==> src/rtl/ecp_pkg.sv <==
package ecp_pkg;
  localparam logic [7:0] SLAVE_ADDR = 8'h70;
  localparam int SPI_BITS = 8;
  localparam int FIFO_DEPTH = 4;
  localparam int PRE_W = 3;
  localparam int LIN_W = 5;

  localparam logic [7:0] OFF_CTRL = 8'h00;
  localparam logic [7:0] OFF_TX = 8'h01;
  localparam logic [7:0] OFF_RX = 8'h02;
  localparam logic [7:0] OFF_DIV = 8'h03;
  localparam logic [7:0] OFF_STAT = 8'h04;

  localparam int CTRL_SEL_POS = 0;
  localparam int CTRL_WP_POS = 1;
  localparam int DIV_PRE_LSB = 5;
  localparam int DIV_LIN_LSB = 0;
  localparam int STAT_BUSY_POS = 0;
  localparam int STAT_PEND_POS = 1;
  localparam int STAT_RXNEW_POS = 2;
  localparam int STAT_FULL_POS = 3;

  localparam logic RST_SEL = 1'b1;
  localparam logic RST_WP = 1'b0;
  // 2^(4+1) * (22+1) = 736 input clock periods
  localparam logic [PRE_W-1:0] RST_PRESCALE = 3'h4;
  localparam logic [LIN_W-1:0] RST_DIVISOR = 5'h16;
  localparam logic [7:0] RST_BYTE = 8'h00;

  typedef enum logic [9:0] {
    ST_IDLE      = 10'h001,
    ST_ADDR      = 10'h002,
    ST_ADDR_ACK  = 10'h004,
    ST_SUB       = 10'h008,
    ST_SUB_ACK   = 10'h010,
    ST_WRITE     = 10'h020,
    ST_WR_HOLD   = 10'h040,
    ST_WRITE_ACK = 10'h080,
    ST_READ      = 10'h100,
    ST_READ_ACK  = 10'h200
  } ecp_i2c_st_t;
endpackage

==> src/rtl/ecp_fifo.sv <==
`timescale 1ns/1ps
`default_nettype none
module ecp_fifo #(
  parameter int WIDTH = 8,
  parameter int DEPTH = 4
) (
  input wire logic clk_sys,
  input wire logic rst,
  input wire logic in_valid,
  output logic in_ready,
  input wire logic [WIDTH-1:0] in_data,
  output logic out_valid,
  input wire logic out_ready,
  output logic [WIDTH-1:0] out_data
);
  localparam int AW = (DEPTH > 1) ? $clog2(DEPTH) : 1;
  localparam int CW = $clog2(DEPTH + 1);
  localparam logic [AW-1:0] LAST = AW'(DEPTH - 1);
  localparam logic [CW-1:0] FULL = CW'(DEPTH);

  logic [WIDTH-1:0] mem_q [DEPTH];
  logic [AW-1:0] wr_q;
  logic [AW-1:0] rd_q;
  logic [CW-1:0] cnt_q;
  wire push = in_valid && in_ready;
  wire pop = out_valid && out_ready;

  assign in_ready = (cnt_q != FULL);
  assign out_valid = (cnt_q != '0);
  assign out_data = mem_q[rd_q];

  always_ff @(posedge clk_sys) begin
    if (push) begin
      mem_q[wr_q] <= in_data;
    end
  end

  always_ff @(posedge clk_sys) begin
    if (rst) begin
      wr_q <= '0;
      rd_q <= '0;
      cnt_q <= '0;
    end else begin
      if (push) begin
        wr_q <= (wr_q == LAST) ? '0 : AW'(wr_q + 1'b1);
      end
      if (pop) begin
        rd_q <= (rd_q == LAST) ? '0 : AW'(rd_q + 1'b1);
      end
      if (push && !pop) begin
        cnt_q <= CW'(cnt_q + 1'b1);
      end else if (pop && !push) begin
        cnt_q <= CW'(cnt_q - 1'b1);
      end
    end
  end
endmodule
`default_nettype wire

==> src/rtl/ecp_spi_shift.sv <==
`timescale 1ns/1ps
`default_nettype none
module ecp_spi_shift #(
  parameter int BITS = 8
) (
  input wire logic clk_sys,
  input wire logic rst,
  input wire logic [ecp_pkg::PRE_W-1:0] prescale,
  input wire logic [ecp_pkg::LIN_W-1:0] divisor,
  input wire logic in_valid,
  output logic in_ready,
  input wire logic [BITS-1:0] in_byte,
  output logic sck,
  output logic sdo,
  input wire logic sdi,
  output logic [BITS-1:0] rx_byte,
  output logic rx_done,
  output logic busy
);
  import ecp_pkg::*;
  localparam int PCW = (1 << PRE_W) - 1;
  localparam int BCW = $clog2(BITS);
  localparam logic [BCW-1:0] LAST_BIT = BCW'(BITS - 1);

  logic sdi_m_q, sdi_s_q;
  logic busy_q, sck_q, done_q;
  logic [PCW-1:0] pre_q;
  logic [LIN_W-1:0] lin_q;
  logic [BCW-1:0] bit_q;
  logic [BITS-1:0] tx_q, rx_q, rxo_q;

  wire [PCW-1:0] pre_top = PCW'((32'd1 << prescale) - 32'd1);
  wire pre_end = (pre_q == pre_top);
  wire lin_end = (lin_q == divisor);
  wire tick = busy_q && pre_end && lin_end;
  wire start = in_valid && !busy_q;

  assign in_ready = !busy_q;
  assign sck = sck_q;
  assign sdo = tx_q[BITS-1];
  assign rx_byte = rxo_q;
  assign rx_done = done_q;
  assign busy = busy_q;

  always_ff @(posedge clk_sys) begin
    sdi_m_q <= sdi;
    sdi_s_q <= sdi_m_q;
  end

  // Half-period divider: 2^p cycles prescale, then divisor+1 of those
  always_ff @(posedge clk_sys) begin
    if (rst || start || !busy_q) begin
      pre_q <= '0;
      lin_q <= '0;
    end else if (pre_end) begin
      pre_q <= '0;
      lin_q <= lin_end ? '0 : LIN_W'(lin_q + 1'b1);
    end else begin
      pre_q <= PCW'(pre_q + 1'b1);
    end
  end

  always_ff @(posedge clk_sys) begin
    done_q <= 1'b0;
    if (rst) begin
      busy_q <= 1'b0;
      sck_q <= 1'b0;
      bit_q <= '0;
      tx_q <= '0;
      rx_q <= '0;
      rxo_q <= '0;
    end else if (start) begin
      busy_q <= 1'b1;
      bit_q <= '0;
      tx_q <= in_byte;
    end else if (tick && !sck_q) begin
      sck_q <= 1'b1;
      rx_q <= {rx_q[BITS-2:0], sdi_s_q};
    end else if (tick) begin
      sck_q <= 1'b0;
      if (bit_q == LAST_BIT) begin
        busy_q <= 1'b0;
        rxo_q <= rx_q;
        done_q <= 1'b1;
      end else begin
        bit_q <= BCW'(bit_q + 1'b1);
        tx_q <= {tx_q[BITS-2:0], 1'b0};
      end
    end
  end

  // Assertion helpers: cycles since last half-period edge
  logic [12:0] cyc_q;
  logic cfg_chg_q;
  logic [PRE_W+LIN_W-1:0] cfg_prev_q;
  wire [12:0] half_len = 13'((32'd1 << prescale) * (32'(divisor) + 32'd1));
  always_ff @(posedge clk_sys) begin
    cfg_prev_q <= {prescale, divisor};
    if (rst || start || tick) begin
      cyc_q <= '0;
    end else begin
      cyc_q <= 13'(cyc_q + 1'b1);
    end
    if (rst || start) begin
      cfg_chg_q <= 1'b0;
    end else if (cfg_prev_q != {prescale, divisor}) begin
      cfg_chg_q <= 1'b1;
    end
  end
endmodule
`default_nettype wire

==> src/rtl/ecp_top.sv <==
`timescale 1ns/1ps
`default_nettype none
module ecp_top #(
  parameter int FIFO_W = 8,
  parameter int FIFO_N = ecp_pkg::FIFO_DEPTH
) (
  input wire logic clk_sys,
  input wire logic rst,
  input wire logic two_wire_clock_line_i,
  output logic two_wire_clock_line_o,
  output logic two_wire_clock_line_oe_n,
  input wire logic two_wire_data_i,
  output logic two_wire_data_o,
  output logic two_wire_data_oe_n,
  output logic eeprom_chip_select_n,
  output logic eeprom_write_protect_n,
  output logic eeprom_sck,
  output logic eeprom_sdo,
  input wire logic eeprom_sdi
);
  import ecp_pkg::*;

  // Two-wire pin synchronisers; the second and third stages are read for edge detection
  logic scl_m_q, scl_s_q, scl_d_q;
  logic sda_m_q, sda_s_q, sda_d_q;

  always_ff @(posedge clk_sys) begin
    if (rst) begin
      scl_m_q <= 1'b1;
      scl_s_q <= 1'b1;
      scl_d_q <= 1'b1;
      sda_m_q <= 1'b1;
      sda_s_q <= 1'b1;
      sda_d_q <= 1'b1;
    end else begin
      scl_m_q <= two_wire_clock_line_i;
      scl_s_q <= scl_m_q;
      scl_d_q <= scl_s_q;
      sda_m_q <= two_wire_data_i;
      sda_s_q <= sda_m_q;
      sda_d_q <= sda_s_q;
    end
  end

  wire scl_rise = scl_s_q && !scl_d_q;
  wire scl_fall = !scl_s_q && scl_d_q;
  wire bus_start = scl_s_q && scl_d_q && sda_d_q && !sda_s_q;
  wire bus_stop = scl_s_q && scl_d_q && !sda_d_q && sda_s_q;

  // Register state
  logic sel_q, wp_q;
  logic [PRE_W-1:0] pre_q;
  logic [LIN_W-1:0] lin_q;
  logic [7:0] tx_q;
  logic rx_new_q;

  // Serial slave state
  ecp_i2c_st_t st_q;
  logic [3:0] bit_q;
  logic [7:0] sh_q;
  logic [7:0] sub_q;
  logic rw_q;
  logic sda_low_q;

  // Datapath between register file and shifter
  logic fifo_in_ready;
  logic fifo_out_valid;
  logic fifo_out_ready;
  logic [7:0] fifo_out_data;
  logic [7:0] rx_byte;
  logic rx_done;
  logic spi_busy;

  wire addr_match = (sh_q[7:1] == SLAVE_ADDR[7:1]);
  wire in_hold = (st_q == ST_WR_HOLD);
  wire tx_target = (sub_q == OFF_TX);
  // Writes to the transmit byte stall with SCL held low while the queue is full
  wire can_commit = !tx_target || fifo_in_ready;
  wire wr_commit = in_hold && can_commit;
  wire fifo_in_valid = in_hold && tx_target;

  // Next read address looks one ahead during the master's acknowledge
  wire [7:0] rd_addr = (st_q == ST_READ_ACK) ? 8'(sub_q + 8'h01) : sub_q;
  wire [7:0] rd_ctrl = 8'(({7'h00, wp_q} << CTRL_WP_POS) | ({7'h00, sel_q} << CTRL_SEL_POS));
  wire [7:0] rd_div = 8'(({5'h00, pre_q} << DIV_PRE_LSB) | ({3'h0, lin_q} << DIV_LIN_LSB));
  wire [7:0] rd_stat = 8'(({7'h00, spi_busy} << STAT_BUSY_POS)
                       | ({7'h00, fifo_out_valid} << STAT_PEND_POS)
                       | ({7'h00, rx_new_q} << STAT_RXNEW_POS)
                       | ({7'h00, !fifo_in_ready} << STAT_FULL_POS));
  wire [7:0] rd_data = (rd_addr == OFF_CTRL) ? rd_ctrl :
                       (rd_addr == OFF_TX) ? tx_q :
                       (rd_addr == OFF_RX) ? rx_byte :
                       (rd_addr == OFF_DIV) ? rd_div :
                       (rd_addr == OFF_STAT) ? rd_stat : 8'h00;

  // Loading a read byte happens on these falling edges
  wire rd_first = scl_fall && (st_q == ST_ADDR_ACK) && rw_q;
  wire rd_next = scl_fall && (st_q == ST_READ_ACK);
  wire rd_take = (rd_first || rd_next) && (rd_addr == OFF_RX);

  assign two_wire_clock_line_o = 1'b0;
  assign two_wire_clock_line_oe_n = !in_hold;
  assign two_wire_data_o = 1'b0;
  assign two_wire_data_oe_n = !sda_low_q;
  assign eeprom_chip_select_n = sel_q;
  assign eeprom_write_protect_n = wp_q;

  always_ff @(posedge clk_sys) begin
    if (rst) begin
      st_q <= ST_IDLE;
      bit_q <= '0;
      sh_q <= '0;
      rw_q <= 1'b0;
      sda_low_q <= 1'b0;
    end else if (bus_start) begin
      st_q <= ST_ADDR;
      bit_q <= '0;
      sda_low_q <= 1'b0;
    end else if (bus_stop) begin
      st_q <= ST_IDLE;
      sda_low_q <= 1'b0;
    end else begin
      case (st_q)
        ST_IDLE: begin
          sda_low_q <= 1'b0;
        end
        ST_ADDR: begin
          if (scl_rise) begin
            sh_q <= {sh_q[6:0], sda_s_q};
            bit_q <= 4'(bit_q + 1'b1);
          end else if (scl_fall && bit_q == 4'h8) begin
            bit_q <= '0;
            if (addr_match) begin
              sda_low_q <= 1'b1;
              rw_q <= sh_q[0];
              st_q <= ST_ADDR_ACK;
            end else begin
              st_q <= ST_IDLE;
            end
          end
        end
        ST_ADDR_ACK: begin
          if (scl_fall && rw_q) begin
            sh_q <= rd_data;
            sda_low_q <= !rd_data[7];
            st_q <= ST_READ;
          end else if (scl_fall) begin
            sda_low_q <= 1'b0;
            st_q <= ST_SUB;
          end
        end
        ST_SUB: begin
          if (scl_rise) begin
            sh_q <= {sh_q[6:0], sda_s_q};
            bit_q <= 4'(bit_q + 1'b1);
          end else if (scl_fall && bit_q == 4'h8) begin
            bit_q <= '0;
            sda_low_q <= 1'b1;
            st_q <= ST_SUB_ACK;
          end
        end
        ST_SUB_ACK, ST_WRITE_ACK: begin
          if (scl_fall) begin
            sda_low_q <= 1'b0;
            st_q <= ST_WRITE;
          end
        end
        ST_WRITE: begin
          if (scl_rise) begin
            sh_q <= {sh_q[6:0], sda_s_q};
            bit_q <= 4'(bit_q + 1'b1);
          end else if (scl_fall && bit_q == 4'h8) begin
            bit_q <= '0;
            st_q <= ST_WR_HOLD;
          end
        end
        ST_WR_HOLD: begin
          if (can_commit) begin
            sda_low_q <= 1'b1;
            st_q <= ST_WRITE_ACK;
          end
        end
        ST_READ: begin
          if (scl_rise) begin
            bit_q <= 4'(bit_q + 1'b1);
          end else if (scl_fall && bit_q == 4'h8) begin
            bit_q <= '0;
            sda_low_q <= 1'b0;
            st_q <= ST_READ_ACK;
          end else if (scl_fall) begin
            sh_q <= {sh_q[6:0], 1'b0};
            sda_low_q <= !sh_q[6];
          end
        end
        ST_READ_ACK: begin
          // A not-acknowledge ends the read; wait for stop or start
          if (scl_rise && sda_s_q) begin
            st_q <= ST_IDLE;
          end else if (scl_fall) begin
            sh_q <= rd_data;
            sda_low_q <= !rd_data[7];
            st_q <= ST_READ;
          end
        end
        default: begin
          st_q <= ST_IDLE;
          sda_low_q <= 1'b0;
        end
      endcase
    end
  end

  // Sub-address: loaded after the first write byte, then stepped per byte
  always_ff @(posedge clk_sys) begin
    if (rst) begin
      sub_q <= '0;
    end else if (st_q == ST_SUB && scl_fall && bit_q == 4'h8) begin
      sub_q <= sh_q;
    end else if (wr_commit || rd_next) begin
      sub_q <= 8'(sub_q + 8'h01);
    end
  end

  always_ff @(posedge clk_sys) begin
    if (rst) begin
      sel_q <= RST_SEL;
      wp_q <= RST_WP;
      pre_q <= RST_PRESCALE;
      lin_q <= RST_DIVISOR;
      tx_q <= RST_BYTE;
    end else if (wr_commit) begin
      if (sub_q == OFF_CTRL) begin
        sel_q <= sh_q[CTRL_SEL_POS];
        wp_q <= sh_q[CTRL_WP_POS];
      end
      if (sub_q == OFF_DIV) begin
        pre_q <= sh_q[DIV_PRE_LSB +: PRE_W];
        lin_q <= sh_q[DIV_LIN_LSB +: LIN_W];
      end
      if (tx_target) begin
        tx_q <= sh_q;
      end
    end
  end

  // New-byte flag: a finishing exchange wins over a read that clears it
  always_ff @(posedge clk_sys) begin
    if (rst) begin
      rx_new_q <= 1'b0;
    end else if (rx_done) begin
      rx_new_q <= 1'b1;
    end else if (rd_take) begin
      rx_new_q <= 1'b0;
    end
  end

  ecp_fifo #(
    .WIDTH(FIFO_W),
    .DEPTH(FIFO_N)
  ) u_fifo (
    .clk_sys(clk_sys),
    .rst(rst),
    .in_valid(fifo_in_valid),
    .in_ready(fifo_in_ready),
    .in_data(sh_q),
    .out_valid(fifo_out_valid),
    .out_ready(fifo_out_ready),
    .out_data(fifo_out_data)
  );

  ecp_spi_shift #(
    .BITS(SPI_BITS)
  ) u_spi (
    .clk_sys(clk_sys),
    .rst(rst),
    .prescale(pre_q),
    .divisor(lin_q),
    .in_valid(fifo_out_valid),
    .in_ready(fifo_out_ready),
    .in_byte(fifo_out_data),
    .sck(eeprom_sck),
    .sdo(eeprom_sdo),
    .sdi(eeprom_sdi),
    .rx_byte(rx_byte),
    .rx_done(rx_done),
    .busy(spi_busy)
  );
endmodule
`default_nettype wire
==> config.mk <==
export PLATFORM = sky130hd
export DESIGN_NAME = ecp_top
export DESIGN_NICKNAME = d
export VERILOG_FILES = /design/src/rtl/ecp_pkg.sv /design/src/rtl/ecp_fifo.sv /design/src/rtl/ecp_spi_shift.sv /design/src/rtl/ecp_top.sv
export SDC_FILE = /design/constraint.sdc
export NUM_CORES = 1
export LEC_CHECK = 0
export ABC_AREA = 1
export BUFFER_PORTS_ARGS = -buffer_cell sky130_fd_sc_hd__buf_2
export CORE_MARGIN = 2
export CORE_UTILIZATION = 28
export CTS_CLUSTER_SIZE = 8
export DETAILED_ROUTE_END_ITERATION = 16
export PLACE_DENSITY = 0.51
export SYNTH_ARGS = -nofsm -noshare
export SYNTH_HDL_FRONTEND = slang
export SYNTH_SLANG_ARGS = --single-unit
==> constraint.sdc <==
create_clock -name clk_sys -period 6.1 [get_ports clk_sys]
set_input_delay 0.61 -clock clk_sys [delete_from_list [all_inputs] [get_ports clk_sys]]
set_output_delay 0.61 -clock clk_sys [all_outputs]
set_load 0.01 [all_outputs]
Word level (Yosys, flattened, before mapping)
Memories as Yosys holds them, arrays and structs flattened. A register that Yosys moved wholly into a read port is not among the register bits.
Cells that the tools add are included.
{ "op_classes": {"n_shift": 1, "eq_ne": 59, "add_sub_neg": 10, "n_mux": 72, "n_reduce_logical": 78, "bitwise": 14} }
{ "ops": {"columns": ["cell", "count"], "rows": [
  ["8-bit two-way mux", 18],
  ["10-bit two-way mux", 14],
  ["10-bit case mux with 9 select lines", 1],
  ["4-bit inequality test (second input constant)", 9],
  ["2-bit inequality test (second input constant)", 16],
  ["8-bit case mux with 4 select lines", 1],
  ["13-bit AND reduction", 2],
  ["1-bit logical AND", 25],
  ["8-bit by 2-bit == test with 1-bit output (second input constant)", 3],
  ["1-bit two-way mux", 24],
  ["8-bit by 1-bit == test with 1-bit output (second input constant)", 2],
  ["8-bit zero test", 2],
  ["1-bit zero test", 14],
  ["2-bit nonzero test", 7],
  ["2-bit two-way mux", 6],
  ["4-bit two-way mux", 3],
  ["3-bit AND reduction", 4],
  ["11-bit AND reduction", 1],
  ["10-bit by 1-bit == test with 1-bit output (second input constant)", 1],
  ["10-bit == test (second input constant)", 1],
  ["10-bit by 2-bit == test with 1-bit output (second input constant)", 1],
  ["10-bit by 3-bit == test with 1-bit output (second input constant)", 1],
  ["10-bit by 4-bit == test with 1-bit output (second input constant)", 1],
  ["10-bit by 5-bit == test with 1-bit output (second input constant)", 1],
  ["44 further kinds", 76]
]} }
{ "totals": {"ramBits": 32, "n_memories": 1, "input_bits": 5, "reg_bits": 108, "output_inout_bits": 8, "word_cells": 268} }
{ "mem_list": {"columns": ["name", "words", "word_bits", "read_ports", "rd_ports_with_merged_regs", "wr", "line_no", "source"], "rows": [
  ["u_fifo.mem_q", 4, 8, 1, 1, 1, "ecp_fifo.sv:21", "logic [WIDTH-1:0] mem_q [DEPTH];"]
]} }

Logic depth before layout (Yosys ltp)
{ "depth": {"word_depth": 13, "mapped_depth": 17, "ltp_nobuf": 16} }

By module
From an unflattened synthesis, not the netlist that was laid out.
{ "unflattened": {"hier_cells": 1017, "area_unflattened_um2": 7618.6} }
{ "modules_own_cells": {"columns": ["module", "cells_per_inst", "area_each_um2", "n_inst"], "rows": [
  ["ecp_top", 567, 3687.3, 1],
  ["ecp_spi_shift", 305, 2234.6, 1],
  ["ecp_fifo", 145, 1696.6, 1]
]} }

Least setup slack after synthesis
Ideal clock, no wire load.
{ "synth_path": {"path_kind": "register -> register", "startpoint": "reg st_q[1]", "endpoint": "reg u_fifo.cnt_q[2]", "slack_ns": 3.594, "period_less_slack_ns": 2.506, "setup_ns": 0.070, "path_stages_with_launch": 17, "arrival_time_ns": 2.436, "required_time_ns": 6.030, "path_cell_list": "dfxtp_1 -> nor2_2 -> nand2_2 -> nor2_2 -> inv_1 -> nor2_2 -> inv_2 -> nor3_4 -> buf_2 -> ha_1 -> inv_1 -> fa_1 -> nor2_1 -> nor2_1 -> nand2_1 -> o21ai_0 -> a21oi_1"} }
{ "synth_via": {"elab_chain_cells": 6, "word_cells_on_any_way": 8, "classes_between": "eq/ne: 1; mux: 1; reduce/logical: 6"} }
{ "synth_lines": {"columns": ["element", "line_no", "source"], "rows": [
  ["start: declaration", "ecp_top.sv:58", "ecp_i2c_st_t st_q;"],
  ["start signal: assignment", "ecp_top.sv:110", "st_q <= ST_IDLE;"],
  ["start signal: assignment", "ecp_top.sv:116", "st_q <= ST_ADDR;"],
  ["start signal: assignment", "ecp_top.sv:120", "st_q <= ST_IDLE;"],
  ["10-bit by 7-bit == test with 1-bit output *", "ecp_top.sv:75", "wire in_hold = (st_q == ST_WR_HOLD);"],
  ["1-bit logical AND *", "ecp_top.sv:80", "wire fifo_in_valid = in_hold && tx_target;"],
  ["1-bit logical AND *", "ecp_fifo.sv:25", "wire push = in_valid && in_ready;"],
  ["net u_fifo.push", "ecp_fifo.sv:25", null],
  ["1-bit zero test", "ecp_fifo.sv:52", "end else if (pop && !push) begin"],
  ["1-bit logical AND", "ecp_fifo.sv:52", null],
  ["2-bit nonzero test (no line)", null, null],
  ["end signal: assignment", "ecp_fifo.sv:51", "cnt_q <= CW'(cnt_q + 1'b1);"],
  ["end signal: assignment", "ecp_fifo.sv:53", "cnt_q <= CW'(cnt_q - 1'b1);"],
  ["end: declaration", "ecp_fifo.sv:24", "logic [CW-1:0] cnt_q;"]
]} }
Mark *: on every way through the listed nets, which the timed path passes. The rest lies on a longest branch.
A chain may end at the register's enable or synchronous reset.

Worst setup path in the final report
{ "layout_path": {"startpoint": "reg st_q[1]", "endpoint": "reg u_fifo.cnt_q[2]"} }
{ "layout_via": {"elab_chain_cells": 6, "word_cells_on_any_way": 8, "classes_between": "eq/ne: 1; mux: 1; reduce/logical: 6"} }
{ "layout_lines": {"columns": ["element", "line_no"], "rows": [
  ["10-bit by 7-bit == test with 1-bit output *", "ecp_top.sv:75"],
  ["1-bit logical AND *", "ecp_top.sv:80"],
  ["1-bit logical AND *", "ecp_fifo.sv:25"],
  ["1-bit zero test", "ecp_fifo.sv:52"],
  ["1-bit logical AND", "ecp_fifo.sv:52"],
  ["2-bit nonzero test (no line)", null]
]} }
Mark *: on every way between the ends. The rest lies on a longest branch, timed or not.

==> metrics.yaml <==
clk_pin_slew_ns: 0.06
rsz0062_at_grt: "false"
hold_violations: 0
max_slew_margin_pct: 17.39
critPathKind: "flop to flop"
grt_use_total_pct: 13.59
end_kind: "flop"
postCtsSetupRepairBufs: 0
setup_viol: 0
root_buffer: "clkbuf_16"
cp_num_buf_inv: 3
syn_area_um2: 6983
drc: 0
layout.nets: 939
dieArea_um2: 26220
antenna_found_initial: 0
p_per_area_nw_per_um2: 358.5
die-height_um: 161.9
synth_top_area_cell: "dfxtp_1"
tightest_slew_ns: 1.235
synth_cell_types: 52
post-place-ws_ns: 3.168
max-vdd-ir-drop_mv: 0.1893
reg2regPathDepth: 15
maxCapViolations: 0
yosysMostFrequentCell: "nand2_1"
dr.pass1.iters: 5
setup-tns-final_ns: 0
start_util_pct: 28.63
clockBufferDepth: 2
crit_family: "simple AND/OR/NAND/NOR gates"
die_w_um: 161.9
holdCritStartpoint: "eeprom_sdi"
ys_seq_area_share_pct: 45.30
crit_slowest_cell: "nor3_4"
via_per_inst: 4.603
cts_tree: "done"
io_pins: 13
numCtsBuffers: 17
grt-ovfl-total: 0
synth_top_area_share_pct: 31.54
cp.arrival_ns: 3.30
outcome: "finished clean"
clk_latency_ns: 0.42
hp-class: "primary input to flop"
antenna_cells: 0
path_cells: "nor2_2 -> nand2_2 -> nor2_2 -> inv_1 -> nor2_2 -> inv_2 -> nor3_4 -> ha_1 -> inv_1 -> fa_1 -> nor2_1 -> nor2_1 -> nand2_1 -> o21ai_0 -> a21oi_1"
cts.sinks: 142
total_leakage_power_nw: 3.247
placement.io_buffers: 10
grt_start_max_net_pins: 57
critical_path_required_ns: 6.46
layoutNonFillerInstCount: 1253
start_kind: "flop"
fmax_mhz: 339.3
r2r-end: "u_fifo.cnt_q[2]"
drtIter0Drc: 366
synth-async-reset-ratio_pct: 0
dp_hpwl_um: 12330
layout_setup_ws_ns: 3.153
route.vias.total: 5767
path_common_cell: "nor2_2"
ys_warn_count: 0
min_to: "u_spi.sdi_m_q"
syn_inst: 908
dp_cells: 1221
cts.repair.resized: 0
finalCritPeriodShare_pct: 48.31
rows: 57
grt_pass1_wl_um: 28080
synthTopCellsByCount: "nand2_1, dfxtp_1, nor2_1"
skew_ns: 0.007291
ys.flop_type: "dfxtp_1"
final_antenna_net_count: 0
drv_slew: 0
h-tree-depth: 4
synth_edf_count: 32
worstPathMaxFanout: 18
core_um2: 24390
grt_pass1_vias: 5470
wl_per_cell_um: 13.73
wirelength_um: 17200
hold_depth: 1
gp_congestion: 0.8123
reg2reg_slack_ns: 3.15
crit_path_max_incr_delay_ns: 0.53
fin_crit_ns: 2.947
area_growth_pct: 13.55
syn_area_per_cell_um2: 7.690
reg2reg_from: "st_q[1]"
ys_ff_latch: 142
drive_above_1_share_pct: 10.12
ctsHoldBuffers: 0
synth.area.top_cells: "dfxtp_1, edfxtp_1, nand2_1"
-- cell type report --
type / instances / area, um^2
fill: 2594 / 16460
multi-input combinational: 628 / 3266
sequential: 142 / 3163
inverter: 116 / 435.4
clock buffer: 18 / 429.2
tap: 324 / 405.4
clock inverter: 14 / 172.7
timing repair buffer: 11 / 57.56
-- layer usage --
layer / up-vias / share of wire (%) / track usage [%] / wire length (um)
li1: 3031 / - / - / -
met1: 2640 / 49 / 18.33 / 8451
met2: 82 / 46 / 21.95 / 7915
met3: 14 / 3.3 / 2.528 / 573
met4: 0 / 1.5 / 4.465 / 259
met5: - / 0 / 0 / 0
-- power by group --
group          internal (mW)  switching [mW]  total (mW)
sequential              1.05          0.0972        1.15
clock                  0.677           0.403        1.08
combinational          0.193           0.423       0.616
-- metrics by stage --
stage | cell area [um^2] | utilization, % | power (mW) | hold slack, ns
global placement | 7327 | 30.04 | 1.777 | 0.3126
global route | 7929 | 32.51 | 3.008 | 0.2766
finish | 7929 | 32.51 | 2.843 | 0.2901
floorplan | 6987 | - | 1.628 | 0.3096
detailed placement | 7327 | 30.04 | 1.780 | 0.3164
CTS | 7929 | 32.51 | 2.872 | 0.2713
-- sequential cells by signal, indices dropped and copies added (netlist names), 7 cells and up, named ones only --
| signal | count |
|---|---|
| u_spi.pre_q | 7 |
| tx_q | 8 |
| st_q | 10 |
| sh_q | 8 |
| u_spi.rx_q | 8 |
| u_spi.rx_byte | 8 |
| u_spi.tx_q | 8 |
| u_fifo.mem_q | 32 |
| sub_q | 8 |
-- kinds of logic (layout without fill, tap and decap cells) --
kind of cell | after synthesis | after routing | share of synthesized area, %
DFF | 142 | 142 | 45.30
and+or+nand+nor | 395 | 395 | 25.93
other | 1 | 2 | 0.05370
buffers and inverters | 139 | 159 | 7.991
adders and majority gates | 18 | 18 | 3.333
AOI/OAI and AO/OA | 198 | 198 | 15.50
muxes | 1 | 1 | 0.1433
xor gates and xnor gates | 14 | 14 | 1.756
-- worst max path at each step --
stage	slack, ns	depth (start not counted)	startpoint	end
after floorplan	3.59	16	st_q[1]	u_fifo.cnt_q[2]
after global placement	3.23	15	st_q[2]	u_fifo.cnt_q[2]
after detailed placement	3.17	15	st_q[0]	u_fifo.cnt_q[2]
after CTS	3.14	15	st_q[1]	u_fifo.cnt_q[2]
after global routing	2.85	15	st_q[2]	u_fifo.cnt_q[2]
final	3.15	15	st_q[1]	u_fifo.cnt_q[2]
-- placed cells by master (no fill, tap or decap), types with 3 or more instances in the layout --
master | synthesis | final
nor2_4 | 3 | 3
edfxtp_1 | 32 | 32
o21ai_1 | 14 | 14
nand2_1 | 160 | 160
clkinv_2 | 0 | 4
xnor2_1 | 3 | 3
o22ai_1 | 3 | 3
o21ai_0 | 82 | 82
buf_2 | 5 | 10
o221ai_1 | 6 | 6
nor2_2 | 15 | 15
or2_2 | 5 | 5
o211ai_1 | 5 | 5
a21oi_1 | 72 | 72
a211oi_1 | 6 | 6
ha_1 | 17 | 17
inv_1 | 101 | 101
nand2_2 | 7 | 7
nor4_1 | 4 | 4
clkbuf_16 | 0 | 17
nor2_1 | 110 | 110
bufinv_16 | 0 | 4
dfxtp_1 | 110 | 110
xor2_1 | 11 | 11
nor3b_1 | 5 | 5
inv_2 | 15 | 15
nand3_1 | 46 | 46
clkinv_1 | 0 | 4
nand4_1 | 13 | 13
nor3_2 | 3 | 3
nor3_1 | 12 | 12
Note: power is estimated with default switching activity, not from simulation.
